File: src/inc/acc_pkg.sv
// Shared constants and types of the converter control block
`default_nettype none
package acc_pkg;
    // ************************************************************
    // Register byte addresses
    // ************************************************************
    localparam logic [7:0] ADDR_PORT_A  = 8'h05;
    localparam logic [7:0] ADDR_GLOBAL_INTERRUPT_CONTROL  = 8'h0B;
    localparam logic [7:0] ADDR_PERIPHERAL_FLAGS_ONE    = 8'h0C;
    localparam logic [7:0] ADDR_RESULT  = 8'h1E;
    localparam logic [7:0] ADDR_CTRL0   = 8'h1F;
    localparam logic [7:0] ADDR_PIN_DIRECTION_BIT    = 8'h85;
    localparam logic [7:0] ADDR_PERIPHERAL_ENABLES_ONE    = 8'h8C;
    localparam logic [7:0] ADDR_CFG1    = 8'h9F;
    // ************************************************************
    // Reset values and field positions
    // ************************************************************
    localparam logic [7:0] RST_CTRL0    = 8'h00;
    localparam logic [5:0] RST_PIN_DIRECTION_BIT     = 6'h3F;
    localparam logic [5:0] RST_PORT_OUT = 6'h00;
    localparam logic [7:0] RST_GLOBAL_INTERRUPT_CONTROL   = 8'h00;
    localparam logic [7:0] RST_PERIPHERAL_FLAGS_ONE     = 8'h00;
    localparam logic [7:0] RST_PERIPHERAL_ENABLES_ONE     = 8'h00;
    localparam logic [2:0] RST_CFG1     = 3'h0;
    localparam int         DONE_BIT     = 6;
    localparam logic [7:0] PIR_MASK     = 8'h4F;
    // ************************************************************
    // Modes, channel map and timing
    // ************************************************************
    localparam logic [3:0] MODE_SPECIAL = 4'hB;
    localparam int         NUM_CH       = 5;
    localparam logic [5:0] ANA_ALL      = 6'h2F;
    localparam logic [5:0] ANA_FEW      = 6'h0B;
    localparam logic [5:0] ANA_NONE     = 6'h00;
    localparam int         CLK_HZ       = 40000000;
    localparam int         RC_TAD_NS    = 4000;
    localparam int         RC_MIN_NS    = 2000;
    localparam int         RC_MAX_NS    = 6000;
    localparam int         RC_HALF_CYC  = (RC_TAD_NS / 2) * (CLK_HZ / 1000000) / 1000;
    localparam int         HALF_DIV2    = 1;
    localparam int         HALF_DIV8    = 4;
    localparam int         HALF_DIV32   = 16;
    localparam logic [4:0] CONV_HALVES  = 5'h13;
    typedef enum logic [1:0] {
        ACC_CS_DIV2  = 2'b00,
        ACC_CS_DIV8  = 2'b01,
        ACC_CS_DIV32 = 2'b10,
        ACC_CS_RC    = 2'b11
    } acc_clk_sel_t;
    typedef enum logic {
        ACC_IDLE = 1'b0,
        ACC_CONV = 1'b1
    } acc_state_t;
    typedef struct packed {
        acc_clk_sel_t cs;
        logic [2:0]   ch;
        logic         go;
        logic         rsv;
        logic         on;
    } acc_ctrl0_t;
    typedef struct packed {
        logic [7:0] addr;
        logic [7:0] wdata;
        logic       wr;
        logic       rd;
    } acc_bus_req_t;
endpackage
`default_nettype wire

File: src/acc_adc_ctrl.sv
// Conversion control, timing and registers of the 8-bit converter
`default_nettype none
// Overview of operation
// - Full 8-bit result takes nine and half periods
// - Clock select gives 2, 8, 32 Tosc or RC
// - RC bit period typically 4 us, 2 to 6
// - Analog pins read back as zero
// - Selected pin converted whatever its direction
// - Compare trigger starts conversion, clears timer
// - Trigger ignored when off, timer still cleared
// - Completion loads result, clears start, sets flag
// - Channel codes 0 to 4; reset aborts
module acc_adc_ctrl (
    // Clock and reset
    input  wire logic                 clk,
    input  wire logic                 resetn,
    // Register port
    input  wire acc_pkg::acc_bus_req_t bus_req,
    output logic [7:0]                rdata,
    // Core state
    input  wire logic                 sleep_mode,
    // Compare unit
    input  wire logic [3:0]           cmp_mode,
    input  wire logic                 cmp_event,
    output logic                      timer_clear,
    // Port A pins
    input  wire logic [5:0]           pin_in,
    output logic [5:0]                pin_out,
    output logic [5:0]                pin_oe_n,
    // Analog front end
    output logic [4:0]                ch_onehot,
    output logic                      sample_hold,
    output logic [7:0]                sar_trial,
    input  wire logic                 cmp_above,
    // Interrupt
    output logic                      irq
);
    // ************************************************************
    // Registers
    // ************************************************************
    acc_pkg::acc_ctrl0_t  ctrl_r;
    acc_pkg::acc_state_t  state_r;
    acc_pkg::acc_clk_sel_t cs_run_r;
    logic [5:0]           pin_direction_bit_r;
    logic [5:0]           port_out_r;
    logic [7:0]           global_interrupt_control_r;
    logic [7:0]           pir_r;
    logic [7:0]           pie_r;
    logic [2:0]           cfg_r;
    logic [7:0]           result_r;
    logic [7:0]           trial_r;
    logic [2:0]           bit_idx_r;
    logic [4:0]           half_cnt_r;
    logic [6:0]           div_cnt_r;
    logic [7:0]           rdata_r;
    logic                 timer_clear_r;
    logic                 hold_r;
    logic                 irq_r;
    // ************************************************************
    // Decode and control terms
    // ************************************************************
    logic       wr_ctrl;
    logic       trig_special;
    logic       start_req;
    logic       abort_req;
    logic       tick_en;
    logic       half_tick;
    logic       done_pulse;
    logic       decide;
    logic [6:0] half_len;
    logic [5:0] ana_mask;
    logic [7:0] rd_mux;

    assign wr_ctrl      = bus_req.wr && (bus_req.addr == acc_pkg::ADDR_CTRL0);
    assign trig_special = cmp_event && (cmp_mode == acc_pkg::MODE_SPECIAL);
    // Start needs the converter already on; a write that turns it on cannot start
    assign start_req    = (state_r == acc_pkg::ACC_IDLE) && ctrl_r.on &&
                          ((wr_ctrl && bus_req.wdata[2]) || trig_special);
    assign abort_req    = (state_r == acc_pkg::ACC_CONV) && wr_ctrl &&
                          (!bus_req.wdata[0] || !bus_req.wdata[2]);
    // Oscillator stops in sleep; only the RC source keeps running
    assign tick_en      = !sleep_mode || (cs_run_r == acc_pkg::ACC_CS_RC);
    assign half_tick    = (state_r == acc_pkg::ACC_CONV) && tick_en &&
                          (div_cnt_r == half_len - 7'h01);
    assign done_pulse   = half_tick && (half_cnt_r == acc_pkg::CONV_HALVES - 5'h01) &&
                          !abort_req;
    assign decide       = half_tick && half_cnt_r[0] == 1'b0 && half_cnt_r >= 5'h02 &&
                          half_cnt_r <= 5'h10;

    // Half bit period length per clock source
    always_comb begin
        case (cs_run_r)
            acc_pkg::ACC_CS_DIV2:  half_len = 7'(acc_pkg::HALF_DIV2);
            acc_pkg::ACC_CS_DIV8:  half_len = 7'(acc_pkg::HALF_DIV8);
            acc_pkg::ACC_CS_DIV32: half_len = 7'(acc_pkg::HALF_DIV32);
            acc_pkg::ACC_CS_RC:    half_len = 7'(acc_pkg::RC_HALF_CYC);
            default:               half_len = 7'(acc_pkg::HALF_DIV2);
        endcase
    end

    // Analog pins per configuration code
    always_comb begin
        case (cfg_r[2:1])
            2'h0, 2'h1: ana_mask = acc_pkg::ANA_ALL;
            2'h2:       ana_mask = acc_pkg::ANA_FEW;
            2'h3:       ana_mask = acc_pkg::ANA_NONE;
            default:    ana_mask = acc_pkg::ANA_NONE;
        endcase
    end

    // ************************************************************
    // Control register and conversion state
    // ************************************************************
    always_ff @(posedge clk) begin
        if (!resetn) begin
            ctrl_r   <= acc_pkg::RST_CTRL0;
            state_r  <= acc_pkg::ACC_IDLE;
            cs_run_r <= acc_pkg::ACC_CS_DIV2;
        end else begin
            if (wr_ctrl) begin
                ctrl_r.cs <= acc_pkg::acc_clk_sel_t'(bus_req.wdata[7:6]);
                ctrl_r.ch <= bus_req.wdata[5:3];
                ctrl_r.on <= bus_req.wdata[0];
            end
            if (start_req) begin
                state_r  <= acc_pkg::ACC_CONV;
                ctrl_r.go <= 1'b1;
                cs_run_r <= wr_ctrl ? acc_pkg::acc_clk_sel_t'(bus_req.wdata[7:6]) : ctrl_r.cs;
            end else if (done_pulse || abort_req) begin
                state_r  <= acc_pkg::ACC_IDLE;
                ctrl_r.go <= 1'b0;
            end
        end
    end

    // ************************************************************
    // Half period divider and counter
    // ************************************************************
    always_ff @(posedge clk) begin
        if (!resetn || start_req) begin
            div_cnt_r  <= 7'h00;
            half_cnt_r <= 5'h00;
        end else if (half_tick) begin
            div_cnt_r  <= 7'h00;
            half_cnt_r <= half_cnt_r + 5'h01;
        end else if (state_r == acc_pkg::ACC_CONV && tick_en) begin
            div_cnt_r  <= div_cnt_r + 7'h01;
        end
    end

    // ************************************************************
    // Successive approximation
    // ************************************************************
    always_ff @(posedge clk) begin
        if (!resetn || start_req) begin
            trial_r   <= 8'h80;
            bit_idx_r <= 3'h7;
        end else if (decide) begin
            trial_r[bit_idx_r] <= cmp_above;
            if (bit_idx_r != 3'h0) begin
                trial_r[bit_idx_r - 3'h1] <= 1'b1;
            end
            bit_idx_r <= bit_idx_r - 3'h1;
        end
    end

    // Result has no reset and moves only on completion
    always_ff @(posedge clk) begin
        if (done_pulse) begin
            result_r <= trial_r;
        end
    end

    // ************************************************************
    // Channel select and pin side
    // ************************************************************
    genvar gi;
    generate
        for (gi = 0; gi < acc_pkg::NUM_CH; gi++) begin : g_ch
            // Direction bits play no part in the selection
            always_ff @(posedge clk) begin
                if (!resetn) begin
                    ch_onehot[gi] <= 1'b0;
                end else begin
                    ch_onehot[gi] <= ctrl_r.on && (ctrl_r.ch == 3'(gi));
                end
            end
        end
    endgenerate

    always_ff @(posedge clk) begin
        if (!resetn) begin
            pin_direction_bit_r     <= acc_pkg::RST_PIN_DIRECTION_BIT;
            port_out_r <= acc_pkg::RST_PORT_OUT;
            cfg_r      <= acc_pkg::RST_CFG1;
        end else if (bus_req.wr) begin
            if (bus_req.addr == acc_pkg::ADDR_PIN_DIRECTION_BIT) pin_direction_bit_r <= bus_req.wdata[5:0];
            if (bus_req.addr == acc_pkg::ADDR_PORT_A) port_out_r <= bus_req.wdata[5:0];
            if (bus_req.addr == acc_pkg::ADDR_CFG1) cfg_r <= bus_req.wdata[2:0];
        end
    end

    // ************************************************************
    // Interrupt flags
    // ************************************************************
    always_ff @(posedge clk) begin
        if (!resetn) begin
            pir_r    <= acc_pkg::RST_PERIPHERAL_FLAGS_ONE;
            pie_r    <= acc_pkg::RST_PERIPHERAL_ENABLES_ONE;
            global_interrupt_control_r <= acc_pkg::RST_GLOBAL_INTERRUPT_CONTROL;
            irq_r    <= 1'b0;
        end else begin
            if (bus_req.wr && bus_req.addr == acc_pkg::ADDR_PERIPHERAL_FLAGS_ONE) begin
                pir_r <= pir_r & ~bus_req.wdata;
            end
            if (done_pulse) begin
                pir_r[acc_pkg::DONE_BIT] <= 1'b1;
            end
            if (bus_req.wr && bus_req.addr == acc_pkg::ADDR_PERIPHERAL_ENABLES_ONE) begin
                pie_r <= bus_req.wdata & acc_pkg::PIR_MASK;
            end
            if (bus_req.wr && bus_req.addr == acc_pkg::ADDR_GLOBAL_INTERRUPT_CONTROL) begin
                global_interrupt_control_r <= bus_req.wdata;
            end
            irq_r <= |(pir_r & pie_r);
        end
    end

    // ************************************************************
    // Trigger side effects and analog outputs
    // ************************************************************
    always_ff @(posedge clk) begin
        if (!resetn) begin
            timer_clear_r <= 1'b0;
            hold_r        <= 1'b0;
        end else begin
            timer_clear_r <= trig_special;
            hold_r        <= start_req || (state_r == acc_pkg::ACC_CONV &&
                             !done_pulse && !abort_req);
        end
    end

    // ************************************************************
    // Read port
    // ************************************************************
    always_comb begin
        case (bus_req.addr)
            acc_pkg::ADDR_PORT_A: rd_mux = {2'h0, pin_in & ~ana_mask};
            acc_pkg::ADDR_GLOBAL_INTERRUPT_CONTROL: rd_mux = global_interrupt_control_r;
            acc_pkg::ADDR_PERIPHERAL_FLAGS_ONE:   rd_mux = pir_r;
            acc_pkg::ADDR_RESULT: rd_mux = result_r;
            acc_pkg::ADDR_CTRL0:  rd_mux = {ctrl_r.cs, ctrl_r.ch, ctrl_r.go, 1'b0, ctrl_r.on};
            acc_pkg::ADDR_PIN_DIRECTION_BIT:   rd_mux = {2'h0, pin_direction_bit_r};
            acc_pkg::ADDR_PERIPHERAL_ENABLES_ONE:   rd_mux = pie_r;
            acc_pkg::ADDR_CFG1:   rd_mux = {5'h00, cfg_r};
            default:              rd_mux = 8'h00;
        endcase
    end

    always_ff @(posedge clk) begin
        if (!resetn) begin
            rdata_r <= 8'h00;
        end else begin
            rdata_r <= bus_req.rd ? rd_mux : 8'h00;
        end
    end

    assign rdata       = rdata_r;
    assign timer_clear = timer_clear_r;
    assign pin_out     = port_out_r;
    assign pin_oe_n    = pin_direction_bit_r;
    assign sample_hold = hold_r;
    assign sar_trial   = trial_r;
    assign irq         = irq_r;

    // ************************************************************
    // Checks
    // ************************************************************
    logic [10:0] conv_cyc_r;
    logic [6:0]  gap_r;
    logic [10:0] conv_len;
    logic        res_loaded_r;
    assign conv_len = 11'(half_len) * 11'(acc_pkg::CONV_HALVES);

    always_ff @(posedge clk) begin
        if (!resetn || start_req) begin
            conv_cyc_r <= 11'h000;
            gap_r      <= 7'h00;
        end else if (state_r == acc_pkg::ACC_CONV) begin
            conv_cyc_r <= conv_cyc_r + 11'h001;
            gap_r      <= half_tick ? 7'h00 : gap_r + 7'h01;
        end
    end

    // Result unknown until a first completion
    always_ff @(posedge clk) begin
        if (!resetn) begin
            res_loaded_r <= 1'b0;
        end else if (done_pulse) begin
            res_loaded_r <= 1'b1;
        end
    end
endmodule
`default_nettype wire

File: config.mk
export PLATFORM = sky130hd
export DESIGN_NAME = acc_adc_ctrl
export DESIGN_NICKNAME = d
export VERILOG_FILES = /design/src/inc/acc_pkg.sv /design/src/acc_adc_ctrl.sv
export SDC_FILE = /design/constraint.sdc
export NUM_CORES = 1
export LEC_CHECK = 0
export BUFFER_PORTS_ARGS = -buffer_cell sky130_fd_sc_hd__buf_2
export CAP_MARGIN = 20
export CORE_MARGIN = 4
export CORE_UTILIZATION = 55
export CTS_CLUSTER_SIZE = 30
export DETAILED_ROUTE_END_ITERATION = 7
export PLACE_DENSITY = 0.78
export SYNTH_ARGS = -nofsm -noshare
export SYNTH_HDL_FRONTEND = slang
export SYNTH_SLANG_ARGS = --single-unit
File: constraint.sdc
create_clock -name clk -period 2.8 [get_ports clk]
set_input_delay 0.28 -clock clk [delete_from_list [all_inputs] [get_ports clk]]
set_output_delay 0.28 -clock clk [all_outputs]
set_load 0.01 [all_outputs]
==> flow_metrics.py <==
metrics = {
    "outcome": {
        "outcome": "completed",
    },
    "critical_path": {
        "path_cells": "or2_2 -> ha_1 -> xnor2_1 -> nor4_4 -> o21ai_1 -> nor3_2 -> buf_4",
        "cp_max_fo": 9,
        "r2r_cells": 7,
        "reg2reg_setup_slack_ns": 0.25,
        "critPathCaptureType": "register",
        "critPathRequiredTime_ns": 2.87,
        "cp_data_arrival_time_ns": 2.61,
        "max_stage_delay_ns": 0.39,
        "cp-start-kind": "register",
        "reg2reg_to": "result_r[1]",
        "timing.rr.start": "cs_run_r[1]",
        "path_class": "reg -> reg",
        "cp_slowest_cell": "nor4_4",
    },
    "pwr": {
        "swShare": 0.247,
        "switchingPower_mw": 0.557,
        "cellLeakagePower_nw": 2.10,
        "p_int_mw": 1.70,
        "p_comb_frac": 0.049,
        "clkPwrFrac": 0.363,
        "peakVddDrop_uv": 326,
        "power_frac_seq": 0.588,
        "finalPower_mw": 2.25,
        "p_per_area_mw_per_mm2": 467,
    },
    "cts": {
        "clock_latency_ns": 0.36,
        "cts_root_buf": "clkbuf_8",
        "cts.repair.resized": 0,
        "cts_tree": "built",
        "numClockSinks": 92,
        "post-cts-setup-buffers": 0,
        "clk_pin_slew_ns": 0.09,
        "ctsHtreeMaxLevel": 3,
        "cts_hold_buf": 0,
        "cts.path.max_buffers": 2,
        "cts_buffers": 9,
    },
    "cells_and_area": {
        "n_fill_cell": 639,
        "area_growth_pct": 13.4,
        "stdcell_area_mm2": 0.00482,
        "final_cells": 626,
        "drive_above_1_share": 0.199,
        "diodes": 0,
        "final_nets": 561,
    },
    "floorplanning": {
        "die_y_um": 95.9,
        "rows": 31,
        "core_area_mm2": 0.00737,
        "ios": 69,
        "die-area_mm2": 0.00920,
        "die_x_um": 95.9,
        "start_util": 0.577,
    },
    "timing": {
        "slew_headroom": 0.520,
        "setup_viol": 0,
        "worstMarginPinSlew_ns": 0.717,
        "setup-tns-final_ns": 0,
        "finalCritPeriodShare": 0.910,
        "rsz0062_at_grt": "false",
        "finalMaxSlewViolations": 0,
        "max_freq_mhz": 393,
        "hold_viol_final": 0,
        "fin_crit_ns": 2.55,
        "fin_skew_ns": 0.0126,
    },
    "route": {
        "dr_total_vias": 3703,
        "ant_nets": 0,
        "wl_per_cell_um": 16.5,
        "drcViolationCount": 0,
        "drtIter0Drc": 221,
        "totalWireLength_mm": 10.3,
        "via_per_inst": 5.92,
        "drtPass1Iterations": 5,
    },
    "logic_synthesis": {
        "ys_types": 69,
        "yosysTopAreaCell": "dfxtp_1",
        "netlist_top_cells_area": "dfxtp_1 40%, mux2i_1 8.0%, edfxtp_1 5.7%, nor2_1 5.6%, a21oi_1 3.3%",
        "ys_warn_count": 0,
        "synth_ff_type": "dfxtp_1",
        "seq_area_frac_synth": 0.452,
        "async_flop_share": 0,
        "synth_top_area_frac": 0.396,
        "synthesis.area_mm2": 0.00425,
        "synth_area_per_cell_um2": 9.22,
        "synth_edf_count": 8,
        "synth_most_common_cell": "dfxtp_1",
        "syn_inst": 461,
        "yosys_register_bits": 92,
        "synthesis.nets": 500,
        "synth_common_cells": "84 x dfxtp_1, 63 x nor2_1, 34 x mux2i_1, 34 x nand2_1, 28 x a21oi_1",
    },
    "place": {
        "routabilityCongestion": 0.890,
        "place_hpwl_mm": 7.59,
        "dp_cells": 610,
        "placed_cell_area_mm2": 0.00465,
        "port_buffers": 68,
    },
    "global_route": {
        "antenna_found_initial": 0,
        "grt_start_max_net_pins": 34,
        "use_met3": 0.0571,
        "grtUsageTotal": 0.238,
        "grt_pass1_vias": 3444,
        "busiest_layer": "met2",
        "grt_pass1_wl_mm": 16.9,
        "use_met2": 0.354,
        "grt-ovfl-total": 0,
        "met1_usage": 0.343,
    },
    "hold_path": {
        "hp-start": "bus_req[9]",
        "min_path_type": "in -> reg",
        "min_delay_worst_endpoint": "pir_r[7]",
        "holdPathStages": 2,
    },
    "flow_run": {
        "cap_violations": 0,
    },
}
cell usage in the layout (no fill, tap or decap), types with 4 or more instances in the layout:
master / n
a22o_1: 7
nor2_1: 63
ha_1: 6
clkbuf_8: 9
nand2_1: 34
xor2_1: 10
dfxtp_1: 84
nand2b_1: 4
a22oi_1: 6
a21oi_1: 28
and3_1: 7
o21ai_0: 13
nor3_1: 10
buf_2: 68
buf_4: 7
o211ai_1: 6
a222oi_1: 4
a211oi_1: 4
mux2i_1: 34
edfxtp_1: 8
inv_1: 5
nand4_1: 7
nand3_1: 24
nor2b_1: 7
layout make-up:
cell class                 instances  area (µm²)  share of cell area
clock buffer                      10         128              0.0265
tap                               99         124              0.0257
multi-input combinational        337        2180               0.452
sequential                        92        1920               0.399
inverter                           7        26.3             0.00545
clock inverter                     6        47.5             0.00986
timing repair buffer              75         393              0.0815
stage by stage:
step | hold WS, ns | setup slack, ns | util
after floorplan | 0.367 | 0.292 | -
after global placement | 0.418 | 0.370 | 0.630
after detailed placement | 0.425 | 0.276 | 0.630
after CTS | 0.146 | 0.235 | 0.654
after global routing | 0.161 | 0.0521 | 0.654
final | 0.146 | 0.253 | 0.654
power groups by stage:
stage	clock network, mW	registers, mW	logic [mW]
after global routing	0.897	1.33	0.120
after detailed placement	0	1.36	0.108
final	0.817	1.32	0.111
after global placement	0	1.36	0.107
after floorplan	0	1.36	0.0609
after CTS	0.830	1.32	0.109
worst max-delay path: cells and delay by family (launching register included):
family	cells	cell delay, ns
compound gates	1	0.28
simple gates	3	0.93
xor+xnor	1	0.16
flops	1	0.38
fa+ha+maj	1	0.31
buf+inv	1	0.19
flip-flops by register name, summed over array words and instances (netlist names):
name and cells:
cs_run_r 2, bit_idx_r 3, ch_onehot 5, div_cnt_r 7
state_r 1, timer_clear 1, pie_r 5, global_interrupt_control_r 8
result_r 8, half_cnt_r 5, irq 1, pin_oe_n 6
pir_r 8, ctrl_r 6, sample_hold 1, cfg_r 3
rdata 8, pin_out 6, sar_trial 8
worst max path at each step:
stage,start,cells after the start,slack (ns),end
4_1_cts,cs_run_r[0],7,0.24,result_r[1]
3_3_place_gp,cs_run_r[0],7,0.37,result_r[0]
2_1_floorplan,cs_run_r[0],6,0.29,result_r[0]
5_1_grt,cs_run_r[0],7,0.05,result_r[2]
6_report,cs_run_r[1],7,0.25,result_r[1]
3_5_place_dp,cs_run_r[0],7,0.28,result_r[0]
logic make-up after synthesis:
| family | Yosys count | synth area share |
|---|---|---|
| buffers and inverters | 32 | 0.0362 |
| adder cells (fa/ha/maj) | 6 | 0.0177 |
| AND/OR/NAND/NOR | 187 | 0.225 |
| AO/OA/AOI/OAI | 95 | 0.156 |
| XOR/XNOR | 13 | 0.0268 |
| multiplexers | 36 | 0.0854 |
| flip-flops | 92 | 0.452 |
per-layer routing:
layer	routed length, µm	up-vias	part of all wire
met2	4600	145	0.45
met3	799	16	0.077
li1	-	1797	-
met1	4800	1745	0.46
met5	0	-	0
met4	131	0	0.013
No activity file was read; power rests on OpenSTA's default activity.
